File: src/ced_pkg.sv
/*
 * Shared constants of the exception detection unit: cause codes,
 * register offsets, reset values and instruction field codes.
 * Assumes byte-addressed APB offsets, one 32-bit word per register.
 */
package ced_pkg;
	// ---------------------------------------------------------------
	// Cause codes
	// ---------------------------------------------------------------
	localparam logic [4:0] EXC_INT      = 5'h00;
	localparam logic [4:0] EXC_MOD      = 5'h01;
	localparam logic [4:0] EXC_MISS_LD  = 5'h02;
	localparam logic [4:0] EXC_MISS_ST  = 5'h03;
	localparam logic [4:0] EXC_ADE_LD   = 5'h04;
	localparam logic [4:0] EXC_ADE_ST   = 5'h05;
	localparam logic [4:0] EXC_FETCH_BE = 5'h06;
	localparam logic [4:0] EXC_DATA_BE  = 5'h07;
	localparam logic [4:0] EXC_SYSCALL  = 5'h08;
	localparam logic [4:0] EXC_BREAK    = 5'h09;
	localparam logic [4:0] EXC_RESV     = 5'h0A;
	localparam logic [4:0] EXC_COP      = 5'h0B;
	localparam logic [4:0] EXC_OVF      = 5'h0C;

	// ---------------------------------------------------------------
	// Vectors and offsets
	// ---------------------------------------------------------------
	localparam logic [31:0] RESET_VECTOR = 32'hBFC0_0000;
	localparam logic [31:0] DELAY_BACK   = 32'h0000_0004;
	localparam logic [7:0]  REG_STATUS   = 8'h00;
	localparam logic [7:0]  REG_CAUSE    = 8'h04;
	localparam logic [7:0]  REG_RESUME   = 8'h08;
	localparam logic [7:0]  REG_BADADDR  = 8'h0C;

	// ---------------------------------------------------------------
	// Reset values
	// ---------------------------------------------------------------
	localparam logic [5:0] STACK_RST = 6'h00;
	localparam logic [7:0] IM_RST    = 8'h00;
	localparam logic [3:0] CU_RST    = 4'h0;
	localparam logic [1:0] SW_RST    = 2'h0;

	// ---------------------------------------------------------------
	// Instruction fields and access sizes
	// ---------------------------------------------------------------
	localparam logic [5:0] OP_SPECIAL = 6'h00;
	localparam logic [3:0] OP_COP_HI  = 4'h4;
	localparam logic [5:0] FN_SYSCALL = 6'h0C;
	localparam logic [5:0] FN_BREAK   = 6'h0D;
	localparam logic [1:0] SIZE_HALF  = 2'h1;
	localparam logic [1:0] SIZE_WORD  = 2'h2;
endpackage

File: src/ced_sync.sv
/*
 * Two-flop synchroniser for pin levels.
 * Assumes the input is a level held for at least two clocks.
 */
`timescale 1ns/1ps
module ced_sync #(
	parameter int W = 1
) (
	input  wire logic         clk_sys,
	input  wire logic         rst_n,
	input  wire logic [W-1:0] din,
	output logic      [W-1:0] out_ff
);
	logic [W-1:0] meta_ff;

	always_ff @(posedge clk_sys) begin
		if (!rst_n) begin
			meta_ff <= '0;
			out_ff  <= '0;
		end else begin
			meta_ff <= din;
			out_ff  <= meta_ff;
		end
	end
endmodule // ced_sync

File: src/ced_classify.sv
/*
 * Exception classifier for one pipeline stage: finds every condition
 * of one instruction and reports the highest by fixed priority.
 * Assumes translation results and ALU flags belong to this instruction.
 */
`timescale 1ns/1ps
module ced_classify #(
	parameter logic        EXTENDED = 1'b1,
	parameter logic [63:0] MAJOR_OK = 64'h00FF_FFFF_FFFF_FFFF,
	parameter logic [63:0] MINOR_OK = 64'h0000_FFFF_FFFF_FFFF
) (
	input  wire logic        valid,
	input  wire logic        userMode,
	input  wire logic [31:0] pc,
	input  wire logic [31:0] instr,
	input  wire logic [3:0]  cuBits,
	input  wire logic        aluOvf,
	input  wire logic        aluTrap,
	input  wire logic        memRead,
	input  wire logic        memWrite,
	input  wire logic [1:0]  memSize,
	input  wire logic [31:0] dataAddr,
	input  wire logic        xlatHit,
	input  wire logic        xlatValid,
	input  wire logic        xlatDirty,
	input  wire logic        fetchBusErr,
	input  wire logic        dataBusErr,
	output logic             hit,
	output logic [4:0]       code,
	output logic             userMiss,
	output logic [1:0]       copNum,
	output logic [31:0]      badAddr
);
	// ---------------------------------------------------------------
	// Conditions
	// ---------------------------------------------------------------
	wire [5:0] major = instr[31:26];
	wire [5:0] minor = instr[5:0];
	wire isSpecial = major == ced_pkg::OP_SPECIAL;
	wire isCop = major[5:2] == ced_pkg::OP_COP_HI;
	wire fetchAdErr = (pc[1:0] != 2'h0) | (userMode & pc[31]); // RQ6 RQ7
	wire resvOp = ~MAJOR_OK[major] | (isSpecial & ~MINOR_OK[minor]); // RQ11
	wire copUnusable = isCop & ~cuBits[major[1:0]]; // RQ12
	wire sysTrap = isSpecial & (minor == ced_pkg::FN_SYSCALL); // RQ9
	wire brkTrap = isSpecial & (minor == ced_pkg::FN_BREAK); // RQ10
	wire ovfTrap = aluTrap & aluOvf; // RQ8
	wire memRef = memRead | memWrite;
	wire misalign = ((memSize == ced_pkg::SIZE_WORD) & (dataAddr[1:0] != 2'h0))
		| ((memSize == ced_pkg::SIZE_HALF) & dataAddr[0]);
	wire dataAdErr = memRef & (misalign | (userMode & dataAddr[31])); // RQ6 RQ7
	wire userSeg = ~dataAddr[31];
	wire kMapSeg = dataAddr[31:30] == 2'h3;
	// Faulting addresses never reach translation
	wire xlatRef = EXTENDED & memRef & ~dataAdErr & (userSeg | kMapSeg);
	wire userXlatMiss = xlatRef & ~xlatHit & userSeg; // RQ2
	wire xlatMiss = xlatRef & ((~xlatHit & kMapSeg) | (xlatHit & ~xlatValid)); // RQ3
	wire xlatMod = xlatRef & memWrite & xlatHit & xlatValid & ~xlatDirty; // RQ4
	wire dataBe = memRead & dataBusErr; // RQ5
	wire [4:0] missCode = memWrite ? ced_pkg::EXC_MISS_ST : ced_pkg::EXC_MISS_LD;
	wire [4:0] adeCode = memWrite ? ced_pkg::EXC_ADE_ST : ced_pkg::EXC_ADE_LD;

	// ---------------------------------------------------------------
	// Fixed priority
	// ---------------------------------------------------------------
	assign hit = valid & (fetchAdErr | fetchBusErr | resvOp | copUnusable
		| sysTrap | brkTrap | ovfTrap | dataAdErr | userXlatMiss
		| xlatMiss | xlatMod | dataBe);
	assign code = fetchAdErr ? ced_pkg::EXC_ADE_LD : // RQ22
		fetchBusErr ? ced_pkg::EXC_FETCH_BE :
		resvOp ? ced_pkg::EXC_RESV :
		copUnusable ? ced_pkg::EXC_COP :
		sysTrap ? ced_pkg::EXC_SYSCALL :
		brkTrap ? ced_pkg::EXC_BREAK :
		ovfTrap ? ced_pkg::EXC_OVF :
		dataAdErr ? adeCode :
		(userXlatMiss | xlatMiss) ? missCode :
		xlatMod ? ced_pkg::EXC_MOD : ced_pkg::EXC_DATA_BE;
	assign userMiss = userXlatMiss & ~(fetchAdErr | fetchBusErr | resvOp
		| copUnusable | sysTrap | brkTrap | ovfTrap);
	assign copNum = major[1:0];
	assign badAddr = fetchAdErr ? pc : dataAddr;
endmodule // ced_classify

File: src/ced_top.sv
/*
 * Exception detection and dispatch unit with APB register access.
 * Assumes the pipeline holds the two oldest stages steady and obeys
 * the registered abort and redirect outputs one cycle after detection.
 */
// Function
// RQ1: Reset forces a jump to the fixed reset vector.
// RQ2: Extended core: unmapped user-segment access raises user miss.
// RQ3: Extended core: invalid entry or unmapped kernel page raises miss.
// RQ4: Extended core: store to valid but clean entry raises modified.
// RQ5: Bus error pin during a read raises fetch or data bus error.
// RQ6: Misaligned word or halfword access raises load or store address error.
// RQ7: User-mode reference with address top bit set raises address error.
// RQ8: Trapping add or subtract with overflow raises overflow.
// RQ9: System call instruction raises system call exception.
// RQ10: Break instruction raises breakpoint exception.
// RQ11: Undefined major or special minor opcode raises reserved opcode.
// RQ12: Coprocessor instruction with usable bit clear raises unusable.
// RQ13: Enabled hardware or software interrupt raises interrupt exception.
// RQ14: Any exception suspends flow and enters kernel mode.
// RQ15: Excepting and all younger instructions are aborted.
// RQ16: Exceptions are precise; nothing later changes machine state.
// RQ17: After aborting, control jumps straight to the handler.
// RQ18: Cause of latest exception kept as five-bit code.
// RQ19: Resume address saved; delay slot saves branch address and flag.
// RQ20: Exception pushes mode and enable stack; restore pops it.
// RQ21: Coprocessor unusable captures referenced coprocessor number.
// RQ22: Simultaneous conditions report the oldest instruction, fixed priority.
`timescale 1ns/1ps
module ced_top #(
	parameter int          ADDR_W      = 8,
	parameter logic        EXTENDED    = 1'b1,
	parameter logic [31:0] GEN_VECTOR  = 32'h8000_0080,
	parameter logic [31:0] UTLB_VECTOR = 32'h8000_0000,
	parameter logic [63:0] MAJOR_OK    = 64'h00FF_FFFF_FFFF_FFFF,
	parameter logic [63:0] MINOR_OK    = 64'h0000_FFFF_FFFF_FFFF
) (
	input  wire logic              clk_sys,
	input  wire logic              rst_n,
	input  wire logic              psel,
	input  wire logic              penable,
	input  wire logic              pwrite,
	input  wire logic [ADDR_W-1:0] paddr,
	input  wire logic [31:0]       pwdata,
	output logic      [31:0]       prdata_ff,
	output logic                   pready_ff,
	output logic                   pslverr_ff,
	input  wire logic              busErrorPin,
	input  wire logic [5:0]        hwIrqPin,
	input  wire logic              rfe,
	input  wire logic              oldValid,
	input  wire logic [31:0]       oldPc,
	input  wire logic              oldInDelay,
	input  wire logic [31:0]       oldInstr,
	input  wire logic              oldAluOvf,
	input  wire logic              oldAluTrap,
	input  wire logic              oldMemRead,
	input  wire logic              oldMemWrite,
	input  wire logic [1:0]        oldMemSize,
	input  wire logic [31:0]       oldDataAddr,
	input  wire logic              oldXlatHit,
	input  wire logic              oldXlatValid,
	input  wire logic              oldXlatDirty,
	input  wire logic              yngValid,
	input  wire logic [31:0]       yngPc,
	input  wire logic              yngInDelay,
	input  wire logic [31:0]       yngInstr,
	input  wire logic              yngAluOvf,
	input  wire logic              yngAluTrap,
	output logic                   abortOld_ff,
	output logic                   abortYoung_ff,
	output logic                   redirect_ff,
	output logic      [31:0]       redirectPc_ff,
	output logic                   kernelMode_ff
);
	logic [5:0]  stack_ff;
	logic [7:0]  im_ff;
	logic [3:0]  cu_ff;
	logic [1:0]  sw_ff;
	logic [4:0]  code_ff;
	logic        bd_ff;
	logic [1:0]  ce_ff;
	logic [31:0] resume_ff;
	logic [31:0] badAddr_ff;
	logic        resetPending_ff;
	logic        busErrSync;
	logic [5:0]  hwIrqSync;
	logic        oldHit, yngHit, oldUserMiss;
	logic [4:0]  oldCode, yngCode;
	logic [1:0]  oldCe, yngCe;
	logic [31:0] oldBad, yngBad;

	// ---------------------------------------------------------------
	// Pin synchronisers
	// ---------------------------------------------------------------
	ced_sync #(.W(1)) uBusErr (
		.clk_sys (clk_sys),
		.rst_n   (rst_n),
		.din     (busErrorPin),
		.out_ff  (busErrSync)
	);
	ced_sync #(.W(6)) uIrq (
		.clk_sys (clk_sys),
		.rst_n   (rst_n),
		.din     (hwIrqPin),
		.out_ff  (hwIrqSync)
	);

	// ---------------------------------------------------------------
	// Per-stage classification
	// ---------------------------------------------------------------
	wire userMode = stack_ff[1];
	// A pending read in the older stage owns the bus error
	wire fetchBe = busErrSync & ~oldMemRead; // RQ5

	ced_classify #(.EXTENDED(EXTENDED), .MAJOR_OK(MAJOR_OK),
		.MINOR_OK(MINOR_OK)) uOld (
		.valid       (oldValid),
		.userMode    (userMode),
		.pc          (oldPc),
		.instr       (oldInstr),
		.cuBits      (cu_ff),
		.aluOvf      (oldAluOvf),
		.aluTrap     (oldAluTrap),
		.memRead     (oldMemRead),
		.memWrite    (oldMemWrite),
		.memSize     (oldMemSize),
		.dataAddr    (oldDataAddr),
		.xlatHit     (oldXlatHit),
		.xlatValid   (oldXlatValid),
		.xlatDirty   (oldXlatDirty),
		.fetchBusErr (1'b0),
		.dataBusErr  (busErrSync),
		.hit         (oldHit),
		.code        (oldCode),
		.userMiss    (oldUserMiss),
		.copNum      (oldCe),
		.badAddr     (oldBad)
	);
	ced_classify #(.EXTENDED(EXTENDED), .MAJOR_OK(MAJOR_OK),
		.MINOR_OK(MINOR_OK)) uYng (
		.valid       (yngValid),
		.userMode    (userMode),
		.pc          (yngPc),
		.instr       (yngInstr),
		.cuBits      (cu_ff),
		.aluOvf      (yngAluOvf),
		.aluTrap     (yngAluTrap),
		.memRead     (1'b0),
		.memWrite    (1'b0),
		.memSize     (2'h0),
		.dataAddr    (32'h0000_0000),
		.xlatHit     (1'b0),
		.xlatValid   (1'b0),
		.xlatDirty   (1'b0),
		.fetchBusErr (fetchBe),
		.dataBusErr  (1'b0),
		.hit         (yngHit),
		.code        (yngCode),
		.userMiss    (),
		.copNum      (yngCe),
		.badAddr     (yngBad)
	);

	// ---------------------------------------------------------------
	// Selection, oldest first
	// ---------------------------------------------------------------
	// Stale stage contents are ignored while the redirect is in flight
	wire busy = redirect_ff | resetPending_ff; // RQ16
	wire [7:0] irqPend = {hwIrqSync, sw_ff} & im_ff;
	wire intReq = (|irqPend) & stack_ff[0] & oldValid; // RQ13
	wire takeOld = ~busy & oldHit; // RQ22
	wire takeInt = ~busy & ~oldHit & intReq; // RQ13
	wire takeYng = ~busy & ~oldHit & ~intReq & yngHit; // RQ22
	wire take = takeOld | takeInt | takeYng;
	wire [4:0] selCode = takeOld ? oldCode :
		takeInt ? ced_pkg::EXC_INT : yngCode;
	wire [31:0] selPc = takeYng ? yngPc : oldPc;
	wire selDelay = takeYng ? yngInDelay : oldInDelay;
	wire [1:0] selCe = takeYng ? yngCe : oldCe;
	wire [31:0] selBad = takeYng ? yngBad : oldBad;
	wire [31:0] resumePc = selDelay ? selPc - ced_pkg::DELAY_BACK : selPc; // RQ19
	wire selUtlb = takeOld & oldUserMiss;
	wire [31:0] vector = selUtlb ? UTLB_VECTOR : GEN_VECTOR; // RQ17
	wire addrExc = (selCode == ced_pkg::EXC_ADE_LD)
		| (selCode == ced_pkg::EXC_ADE_ST)
		| (selCode == ced_pkg::EXC_MISS_LD)
		| (selCode == ced_pkg::EXC_MISS_ST)
		| (selCode == ced_pkg::EXC_MOD);

	// ---------------------------------------------------------------
	// APB decode
	// ---------------------------------------------------------------
	wire apbAcc = psel & penable & ~pready_ff;
	wire wrEn = psel & penable & pready_ff & pwrite;
	wire selStatus = paddr == ADDR_W'(ced_pkg::REG_STATUS);
	wire selCause = paddr == ADDR_W'(ced_pkg::REG_CAUSE);
	wire selResume = paddr == ADDR_W'(ced_pkg::REG_RESUME);
	wire selBadAddr = paddr == ADDR_W'(ced_pkg::REG_BADADDR);
	wire mapped = selStatus | selCause | selResume | selBadAddr;
	wire [31:0] statusWord = {cu_ff, 12'h000, im_ff, 2'h0, stack_ff};
	wire [31:0] causeWord = {bd_ff, 1'b0, ce_ff, 12'h000, hwIrqSync, sw_ff,
		1'b0, code_ff, 2'h0};
	wire [31:0] rdMux = selStatus ? statusWord :
		selCause ? causeWord :
		selResume ? resume_ff :
		selBadAddr ? badAddr_ff : 32'h0000_0000;

	always_ff @(posedge clk_sys) begin
		if (!rst_n) begin
			pready_ff  <= 1'b0;
			pslverr_ff <= 1'b0;
			prdata_ff  <= 32'h0000_0000;
		end else begin
			pready_ff  <= apbAcc;
			pslverr_ff <= apbAcc & ~mapped;
			prdata_ff  <= (apbAcc & ~pwrite) ? rdMux : 32'h0000_0000;
		end
	end

	// ---------------------------------------------------------------
	// Mode and enable stack
	// ---------------------------------------------------------------
	wire [5:0] pushedStack = {stack_ff[3:0], 2'h0};
	wire [5:0] poppedStack = {stack_ff[5:4], stack_ff[5:2]};
	wire wrStatus = wrEn & selStatus;
	// Hardware push beats restore and software writes
	wire [5:0] nxt_stack = take ? pushedStack : // RQ14 RQ20
		rfe ? poppedStack : // RQ20
		wrStatus ? pwdata[5:0] : stack_ff;

	always_ff @(posedge clk_sys) begin
		if (!rst_n) begin
			stack_ff      <= ced_pkg::STACK_RST;
			im_ff         <= ced_pkg::IM_RST;
			cu_ff         <= ced_pkg::CU_RST;
			kernelMode_ff <= 1'b1;
		end else begin
			stack_ff      <= nxt_stack;
			kernelMode_ff <= ~nxt_stack[1]; // RQ14
			if (wrStatus) begin
				im_ff <= pwdata[15:8];
				cu_ff <= pwdata[31:28];
			end
		end
	end

	// ---------------------------------------------------------------
	// Cause, resume and bad address capture
	// ---------------------------------------------------------------
	always_ff @(posedge clk_sys) begin
		if (!rst_n) begin
			code_ff    <= ced_pkg::EXC_INT;
			bd_ff      <= 1'b0;
			ce_ff      <= 2'h0;
			sw_ff      <= ced_pkg::SW_RST;
			resume_ff  <= 32'h0000_0000;
			badAddr_ff <= 32'h0000_0000;
		end else begin
			if (take) begin
				code_ff   <= selCode; // RQ18
				bd_ff     <= selDelay; // RQ19
				resume_ff <= resumePc; // RQ19
			end
			if (take & (selCode == ced_pkg::EXC_COP))
				ce_ff <= selCe; // RQ21
			if (take & addrExc)
				badAddr_ff <= selBad;
			if (wrEn & selCause)
				sw_ff <= pwdata[9:8];
		end
	end

	// ---------------------------------------------------------------
	// Abort and redirect
	// ---------------------------------------------------------------
	always_ff @(posedge clk_sys) begin
		if (!rst_n) begin
			resetPending_ff <= 1'b1;
			redirect_ff     <= 1'b0;
			redirectPc_ff   <= 32'h0000_0000;
			abortOld_ff     <= 1'b0;
			abortYoung_ff   <= 1'b0;
		end else begin
			resetPending_ff <= 1'b0;
			redirect_ff     <= resetPending_ff | take; // RQ1 RQ17
			redirectPc_ff   <= resetPending_ff ? ced_pkg::RESET_VECTOR : vector; // RQ1
			abortOld_ff     <= resetPending_ff | takeOld | takeInt; // RQ15
			abortYoung_ff   <= resetPending_ff | take; // RQ15
		end
	end

	// ---------------------------------------------------------------
	// Assertions
	// ---------------------------------------------------------------
	a_reset_jump: assert property ( // RQ1
		@(posedge clk_sys) disable iff (!rst_n)
		(rst_n && !$past(rst_n)) |=>
			(redirect_ff && redirectPc_ff == ced_pkg::RESET_VECTOR))
		else $error("reset vector not taken");
	a_oldest_wins: assert property ( // RQ22
		@(posedge clk_sys) disable iff (!rst_n)
		(!busy && oldHit && yngHit) |=>
			(code_ff == $past(oldCode) && abortOld_ff))
		else $error("younger exception beat older");
	a_kernel_entry: assert property ( // RQ14
		@(posedge clk_sys) disable iff (!rst_n)
		take |=> kernelMode_ff && !stack_ff[1])
		else $error("kernel mode not entered");
	a_abort_young: assert property ( // RQ15
		@(posedge clk_sys) disable iff (!rst_n)
		take |=> abortYoung_ff ##1 !abortYoung_ff)
		else $error("younger work not aborted once");
	a_no_double: assert property ( // RQ16
		@(posedge clk_sys) disable iff (!rst_n)
		redirect_ff |=> !redirect_ff && $stable(code_ff) && $stable(resume_ff))
		else $error("state changed during redirect");
	a_handler_jump: assert property ( // RQ17
		@(posedge clk_sys) disable iff (!rst_n)
		take |=> (redirect_ff && redirectPc_ff ==
			($past(selUtlb) ? UTLB_VECTOR : GEN_VECTOR)))
		else $error("handler address wrong");
	a_slot_resume: assert property ( // RQ19
		@(posedge clk_sys) disable iff (!rst_n)
		(take && selDelay) |=>
			(bd_ff && resume_ff == $past(selPc) - ced_pkg::DELAY_BACK))
		else $error("delay slot resume wrong");
	a_stack_push: assert property ( // RQ20
		@(posedge clk_sys) disable iff (!rst_n)
		take |=> stack_ff == {$past(stack_ff[3:0]), 2'h0})
		else $error("mode stack not pushed");
	a_stack_pop: assert property ( // RQ20
		@(posedge clk_sys) disable iff (!rst_n)
		(rfe && !take) |=>
			stack_ff == {$past(stack_ff[5:4]), $past(stack_ff[5:2])})
		else $error("mode stack not popped");
	a_cop_number: assert property ( // RQ21
		@(posedge clk_sys) disable iff (!rst_n)
		(take && selCode == ced_pkg::EXC_COP) |=> ce_ff == $past(selCe))
		else $error("coprocessor number lost");
	a_irq_taken: assert property ( // RQ13
		@(posedge clk_sys) disable iff (!rst_n)
		(!busy && !oldHit && intReq) |=>
			(code_ff == ced_pkg::EXC_INT && redirect_ff))
		else $error("interrupt not taken");
	a_apb_wait: assert property (
		@(posedge clk_sys) disable iff (!rst_n)
		(psel && penable && !pready_ff) |=> pready_ff)
		else $error("apb answer late");
endmodule // ced_top

File: config.mk
export PLATFORM = sky130hd
export DESIGN_NAME = ced_top
export DESIGN_NICKNAME = d
export VERILOG_FILES = /design/src/ced_pkg.sv /design/src/ced_sync.sv /design/src/ced_classify.sv /design/src/ced_top.sv
export SDC_FILE = /design/constraint.sdc
export NUM_CORES = 1
export LEC_CHECK = 0
export BUFFER_PORTS_ARGS = -buffer_cell sky130_fd_sc_hd__buf_2
export CAP_MARGIN = 15
export CORE_ASPECT_RATIO = 1.25
export CORE_MARGIN = 2
export CORE_UTILIZATION = 40
export CTS_BUF_LIST = sky130_fd_sc_hd__clkbuf_8
export CTS_CLUSTER_DIAMETER = 120
export DETAILED_ROUTE_END_ITERATION = 10
export GPL_TIMING_DRIVEN = 0
export HOLD_SLACK_MARGIN = 0.02
export PLACE_DENSITY = 0.66
export REMOVE_ABC_BUFFERS = 1
export SYNTH_ARGS = -nofsm -noshare
export SYNTH_HDL_FRONTEND = slang
export SYNTH_SLANG_ARGS = --single-unit
File: constraint.sdc
create_clock -name clk_sys -period 12.5 [get_ports clk_sys]
set_clock_uncertainty 0.15 [all_clocks]
set_input_delay 2.5 -clock clk_sys [delete_from_list [all_inputs] [get_ports clk_sys]]
set_output_delay 2.5 -clock clk_sys [all_outputs]
set_load 0.03 [all_outputs]
==> results.toml, run 1 <==
[routing]
postRouteAntennaNets = 0
vias_per_cell = 5.40
totalWireLength_mm = 26.8
drtIter0Drc = 553
drt_first_pass_iters = 8
post_drt_wl_per_cell_um = 16.9
num_vias = 8566
drc = 0

[worst_setup_path]
cp_slowest_cell = "nor2b_4"
setup.worst_path.class = "in -> reg"
endpoint_kind = "flip-flop"
crit_path_max_incr_delay_ps = 760
cp.required_ps = 12690
worstPathMaxFanout = 89
worst_setup_path_start_kind = "primary input"
path_cells = "buf_2 -> a21oi_1 -> nor2b_4 -> nand2_1 -> a21o_1 -> o21ai_2 -> nand2_4 -> buf_16 -> mux2i_1 -> ha_1 -> nand2_1 -> nor3_1 -> xnor2_1 -> o21ai_0 -> a21oi_1 -> nor2_1"
worstPathArrival_ps = 6970

[logic_synthesis]
syn_area_um2 = 8400
yosysWarningCount = 0
synth_area_per_cell_um2 = 7.46
async_reset_ff_share_pct = 0
yosys.area_share.simple_pct = 27.8
ys_types = 70
synth_largest_area_cell = "dfxtp_1"
synthMuxAreaShare_pct = 9.89
synth_edf_count = 0
synth_ff_type = "dfxtp_1"
ys_seq_elements = 146
synth_compound_area_share_pct = 16.6
yosys.area_share.adder_pct = 0.149
ys_top_cells_by_area = "dfxtp_1 (35%), nand2_1 (13%), mux2i_1 (8.8%)"
synthCells = 1126
synth_xor_area_share_pct = 4.17
synth_top_family_by_area = "simple AND/OR/NAND/NOR gates"
synth_top_area_share_pct = 34.8
yosysSeqAreaShare_pct = 34.8

[cts]
clockRootBuffer = "clkbuf_8"
cts_setup_buffers = 0
cts-htree-levels = 4
cts_hold_buf = 0
clk_latency_ps = 450
cts_buffer_depth = 2
clock_sink_count = 146
clk_pin_slew_ps = 80
ctsResizeCount = 0
cts_buffers = 17
cts_tree = "done"

[pwr]
power_density_nw_per_um2 = 110
ir_worst_vdd_v = 0.0000708
leakage_nw = 4.46

[timing]
timing.setup.tns_ps = 0
period_minus_slack_ps = 6780
hold_violations = 0
worstMarginPinSlew_ps = 1150
setup_viol = 0
timing.fmax_mhz = 148
rsz0062_at_grt = "false"
finalMaxSlewViolations = 0
finalCritPeriodShare_pct = 54.2
relSlewSlack_pct = 23.4

[cells_and_area]
n_fill_cell = 2125
layout.nets = 1524
layout-drive-gt1-share_pct = 21.9
areaGrowthSynthToFinish_pct = 19.9
fin_util_pct = 48.5

[min_path]
hp-class = "reg -> reg"

[die]
die_h_um = 166
placeableCoreArea_um2 = 20700
start_util_pct = 40.5
row_count = 59
design.die.area_um2 = 22200
die-width_um = 134
ios = 298

[global_routing]
antenna_found_initial = 4
grt_pass1_wl_mm = 42.4
grt_pass1_vias = 8060
grt_use_total_pct = 24.0
grt_max_degree = 92
overflow = 0

[place]
place_congestion = 0.927
io_buffers = 221
dpl.hpwl_mm = 19.2

[run]
drv_cap = 0

[status]
status = "complete, no violations"
power breakdown:
part	internal, mW	total, mW	switching (mW)
combinational	0.0748	0.202	0.127
sequential	0.485	0.496	0.0112
clock	0.222	0.409	0.187
total	0.782	1.11	0.326
metal layers:
metal | share of wire, % | wire length, um | GRT usage (%)
met5 | 0.048 | 13 | 0
met4 | 2.5 | 660 | 9.94
met3 | 6.1 | 1620 | 4.58
met2 | 49 | 13100 | 41.1
met1 | 42 | 11400 | 29.5
cell usage after synthesis (all sizes together), types with 15 or more instances:
library cell,instances
nand2,287
dfxtp,146
o21ai,88
nor2,84
mux2i,74
clkbuf,53
buf,48
nand3,48
a21oi,42
nor3,25
xnor2,23
nor4,21
and2,18
xor2,17
a221oi,15
final timing paths:
path	from	endpoint	slack [ps]	depth (start not counted)
worst max-delay path	oldPc[31]	resume_ff[6]$_SDFFE_PN0P_	5720	16
worst min-delay path	uIrq.meta_ff[3]$_SDFF_PN0_	uIrq.out_ff[3]$_SDFF_PN0_	290	1
worst max register to register	stack_ff[1]$_SDFF_PN0_	resume_ff[6]$_SDFFE_PN0P_	7430	15
worst min register to register	uIrq.meta_ff[3]$_SDFF_PN0_	uIrq.out_ff[3]$_SDFF_PN0_	290	1
final cells by class:
type / instances / area [um2] / area share, %
diodes: 4 / 10.0 / 0.0994
clock buffers: 18 / 248 / 2.46
clock inverters: 14 / 188 / 1.86
inverters: 10 / 37.5 / 0.373
multi-input cells: 890 / 5050 / 50.1
flip-flops and latches: 146 / 2920 / 29.0
well taps: 274 / 343 / 3.40
repair buffers: 230 / 1270 / 12.6
layout by cell type, fill, tap and decap left out, types with 4 or more instances in the layout:
master and count:
or4_1 4, o221ai_1 5, nand2_1 286, o21ai_0 55
nor2_1 84, mux2_2 4, xnor2_1 23, mux2i_1 74
and2_1 18, bufinv_16 4, nor4_1 20, a31oi_1 8
dfxtp_1 146, a211oi_1 4, a22oi_1 4, nand4_1 9
a221oi_1 15, xor2_1 17, diode_2 4, o21ai_1 31
buf_2 219, nand3_1 48, a311oi_1 9, nor3_1 23
inv_1 10, a21oi_1 40, or3_1 12, buf_8 5
clkbuf_8 18, o211ai_1 6, nand2b_1 6, conb_1 22
critical path: cells and delay by family:
family	cells	cell delay (ps)
buf+inv	2	480
xor+xnor	1	140
fa+ha+maj	1	420
simple gates	6	1850
compound gates	5	1250
mux	1	280
stage by stage:
step	hold WS, ps	area (um2)	std cells	worst slack (ps)	power (mW)
floorplan	262	7960	1046	5030	0.614
global placement	266	9410	1541	2740	0.699
detailed placement	269	9610	1549	5270	0.707
CTS	288	10000	1581	5740	1.12
global route	295	10100	1584	5330	1.16
finish	286	10100	1586	5720	1.11
logic make-up (layout without fill, tap and decap cells):
logic type                 after synthesis  count (layout)
DFF                                    146             146
other                                    1              26
and+or+nand+nor                        530             530
AOI/OAI and AO/OA                      217             217
adders and majority gates                1               1
buffers and inverters                  111             272
xor gates and xnor gates                40              40
muxes                                   80              80
registers in the layout (all words and copies together), names as in the netlist:
register,flops
pready_ff,1
ce_ff,2
resetPending_ff,1
stack_ff,6
uBusErr.out_ff,1
uIrq.out_ff,6
redirect_ff,1
kernelMode_ff,1
redirectPc_ff,3
im_ff,8
uIrq.meta_ff,6
code_ff,4
bd_ff,1
abortOld_ff,1
prdata_ff,32
sw_ff,2
badAddr_ff,32
cu_ff,4
pslverr_ff,1
resume_ff,32
uBusErr.meta_ff,1
No activity file was read; power rests on OpenSTA's default activity.
==> run 2: changes to the inputs <==
--- a/config.mk
+++ b/config.mk
@@ -5,6 +5,7 @@
 export SDC_FILE = /design/constraint.sdc
 export NUM_CORES = 1
 export LEC_CHECK = 0
+export ABC_AREA = 1
 export BUFFER_PORTS_ARGS = -buffer_cell sky130_fd_sc_hd__buf_2
 export CAP_MARGIN = 15
 export CORE_ASPECT_RATIO = 1.25
@@ -15,7 +16,7 @@
 export DETAILED_ROUTE_END_ITERATION = 10
 export GPL_TIMING_DRIVEN = 0
 export HOLD_SLACK_MARGIN = 0.02
-export PLACE_DENSITY = 0.66
+export PLACE_DENSITY = 0.69
 export REMOVE_ABC_BUFFERS = 1
 export SYNTH_ARGS = -nofsm -noshare
 export SYNTH_HDL_FRONTEND = slang
==> constraint.sdc (replaced) <==
create_clock -name clk_sys -period 6 [get_ports clk_sys]
set_clock_uncertainty 0.15 [all_clocks]
set_input_delay 1.2 -clock clk_sys [delete_from_list [all_inputs] [get_ports clk_sys]]
set_output_delay 1.2 -clock clk_sys [all_outputs]
set_load 0.03 [all_outputs]
==> results.toml, run 2 <==
[cts]
cts_buffers = 17
cts_setup_buffers = 0
cts-htree-levels = 4
cts_tree = "done"
clk_pin_slew_ps = 80
clockRootBuffer = "clkbuf_8"
ctsResizeCount = 1
cts_buffer_depth = 2
cts_hold_buf = 0
clock_sink_count = 146
clk_latency_ps = 470

[timing]
whs_ps = 263
hold_violations = 0
rsz0062_at_grt = "false"
finalMaxSlewViolations = 0
setup_viol = 0
period_minus_slack_ps = 5420
timing.setup.tns_ps = 0
timing.fmax_mhz = 185
relSlewSlack_pct = 38.6
worstMarginPinSlew_ps = 916
finalCritPeriodShare_pct = 90.3

[run]
drv_cap = 0

[logic_synthesis]
synth_top_area_share_pct = 34.0
synth_largest_area_cell = "dfxtp_1"
synth_area_per_cell_um2 = 6.44
yosysSeqAreaShare_pct = 34.0
synth.most_common_cell = "nand2_1"
yosysWarningCount = 0
ys_top_cells_by_area = "dfxtp_1 (34%), nand2_1 (17%), nor2_1 (7.4%)"
syn_area_um2 = 8580
synthCells = 1333
synth_edf_count = 0
synth_ff_type = "dfxtp_1"
ys_seq_elements = 146
async_reset_ff_share_pct = 0
ys_types = 47
ys_top_cells_by_count = "nand2_1 (391), nor2_1 (169), dfxtp_1 (146)"

[cells_and_area]
layout-drive-gt1-share_pct = 23.3
layout.nets = 1742
areaGrowthSynthToFinish_pct = 17.7
final_common_cell = "nand2_1"
reg_top3 = "badAddr_ff: 32 flops, prdata_ff: 32 flops, resume_ff: 32 flops"
fin_util_pct = 48.2
layout_common_cells = "nand2_1 (391), buf_2 (221), nor2_1 (168)"

[worst_setup_path]
r2r_start = "stack_ff[1]$_SDFF_PN0_"
endpoint_kind = "flip-flop"
startpoint = "oldPc[0]"
path_buf_inv = 3
cp_common_cell = "nand2_1"
cp_top_family = "simple AND/OR/NAND/NOR gates"
cp_slowest_cell = "clkinv_2"
crit_path_max_incr_delay_ps = 590
worstPathArrival_ps = 5690
path_cells = "buf_2 -> nor2_1 -> nand2_2 -> clkinv_2 -> nand3_2 -> nor2_4 -> nand2_2 -> nand2_4 -> nand2_4 -> inv_2 -> nand2_1 -> nand2_1 -> nand2_1 -> nor2_2 -> nand2_1 -> nor2_2 -> nand2_1 -> nand2_1 -> nand3_1 -> nand2_1"
cp.required_ps = 6270
worstPathMaxFanout = 85
setup.worst_path.class = "in -> reg"
worst_setup_path_start_kind = "primary input"

[pwr]
leakage_nw = 4.84
p_int_mw = 1.53
power_density_nw_per_um2 = 221
sw_frac_of_total_pct = 31.3
p_sw_uw = 698
power_frac_clock_pct = 34.4
ir_worst_vdd_v = 0.000135
pwr-share-comb_pct = 18.9
seqPwrFrac_pct = 46.7

[die]
placeableCoreArea_um2 = 21000
start_util_pct = 40.9
row_count = 59
die-width_um = 135
die_h_um = 168
ios = 298
design.die.area_um2 = 22700

[routing]
vias_per_cell = 5.00
post_drt_wl_per_cell_um = 14.7
drtIter0Drc = 514
m1WireLength_mm = 11.4
drc = 0
met3WireLength_mm = 1.36
topRoutingLayerUsed = "met4"
totalWireLength_mm = 26.5
met2_length_mm = 13.0
drt_first_pass_iters = 6
num_vias = 9006
postRouteAntennaNets = 0

[min_path]
hp-class = "reg -> reg"
hp-start = "uIrq.meta_ff[4]$_SDFF_PN0_"

[global_routing]
grt_pass1_wl_mm = 41.6
grt_pass1_vias = 8230
antenna_found_initial = 2
grt_use_total_pct = 23.3
grt_max_degree = 86
overflow = 0

[place]
dpl.hpwl_mm = 19.8
io_buffers = 221
place_congestion = 0.892

[status]
status = "complete, no violations"
==> run 2: cell count changes after synthesis, moves of 20 or more <==
cell | previous run | this run
nand2_2 | 1 | 25
o21ai_0 | 55 | 126
clkbuf_1 | 53 | 32
o21ai_1 | 32 | 10
mux2i_1 | 74 | 2
nand2_1 | 286 | 391
xnor2_1 | 23 | 2
nor2_1 | 84 | 169
nor2_2 | 0 | 24
nand3_1 | 48 | 68
inv_1 | 10 | 106
==> run 2: layer usage <==
layer	vias up	GRT usage (%)
met5	-	0
met4	0	9.10
met3	54	3.01
met2	250	40.3
met1	4086	29.2
li1	4616	-
==> run 2: final timing paths <==
check                          endpoint  slack (ps)  cells past startpoint
min reg2reg   uIrq.out_ff[4]$_SDFF_PN0_         260                      2
min           uIrq.out_ff[4]$_SDFF_PN0_         260                      2
max          resume_ff[16]$_SDFFE_PN0P_         580                     20
max reg2reg  resume_ff[16]$_SDFFE_PN0P_        1030                     19
==> run 2: logic make-up (layout without fill, tap and decap cells) <==
kind of cell / Yosys count / in the layout / share of synthesized area [%]
compound gates: 217 / 217 / 14.6
xor+xnor: 7 / 7 / 0.714
fa+ha+maj: 1 / 1 / 0.146
buf+inv: 214 / 386 / 11.6
flops: 146 / 146 / 34.0
mux: 2 / 2 / 0.233
other cells: 1 / 24 / 0.0437
simple gates: 745 / 745 / 38.6
==> run 2: layout make-up <==
type                            instances  area [um2]
Timing Repair Buffer                  228        1190
Sequential cell                       146        2920
Antenna cell                            2        5.00
Clock inverter                         14         139
Tap cell                              274         343
Clock buffer                           18         248
Inverter                              126         477
Multi-Input combinational cell        994        4780
Fill cell                            2276       10900
==> run 2: worst min-delay path: cells and delay by family (launching register included) <==
kind	cells	cell delay [ps]
buffers and inverters	1	40
flip-flops	1	310
AND/OR/NAND/NOR	1	40
==> run 2: power by group through the flow <==
| stage | registers (mW) | clock network, mW | logic [mW] |
|---|---|---|---|
| floorplan | 1.07 | 0 | 0.254 |
| global placement | 1.06 | 0 | 0.411 |
| detailed placement | 1.07 | 0 | 0.417 |
| CTS | 1.04 | 0.779 | 0.419 |
| global route | 1.05 | 0.820 | 0.476 |
| finish | 1.04 | 0.768 | 0.422 |
==> run 2: stage by stage <==
| step | power, mW | area (um2) | cells | setup slack, ps |
|---|---|---|---|---|
| floorplan | 1.33 | 8140 | 1266 | 1140 |
| global placement | 1.47 | 9590 | 1761 | -1040 |
| detailed placement | 1.48 | 9670 | 1767 | -527 |
| CTS | 2.24 | 10100 | 1799 | 55.5 |
| global route | 2.34 | 10100 | 1802 | 144 |
| finish | 2.23 | 10100 | 1802 | 581 |
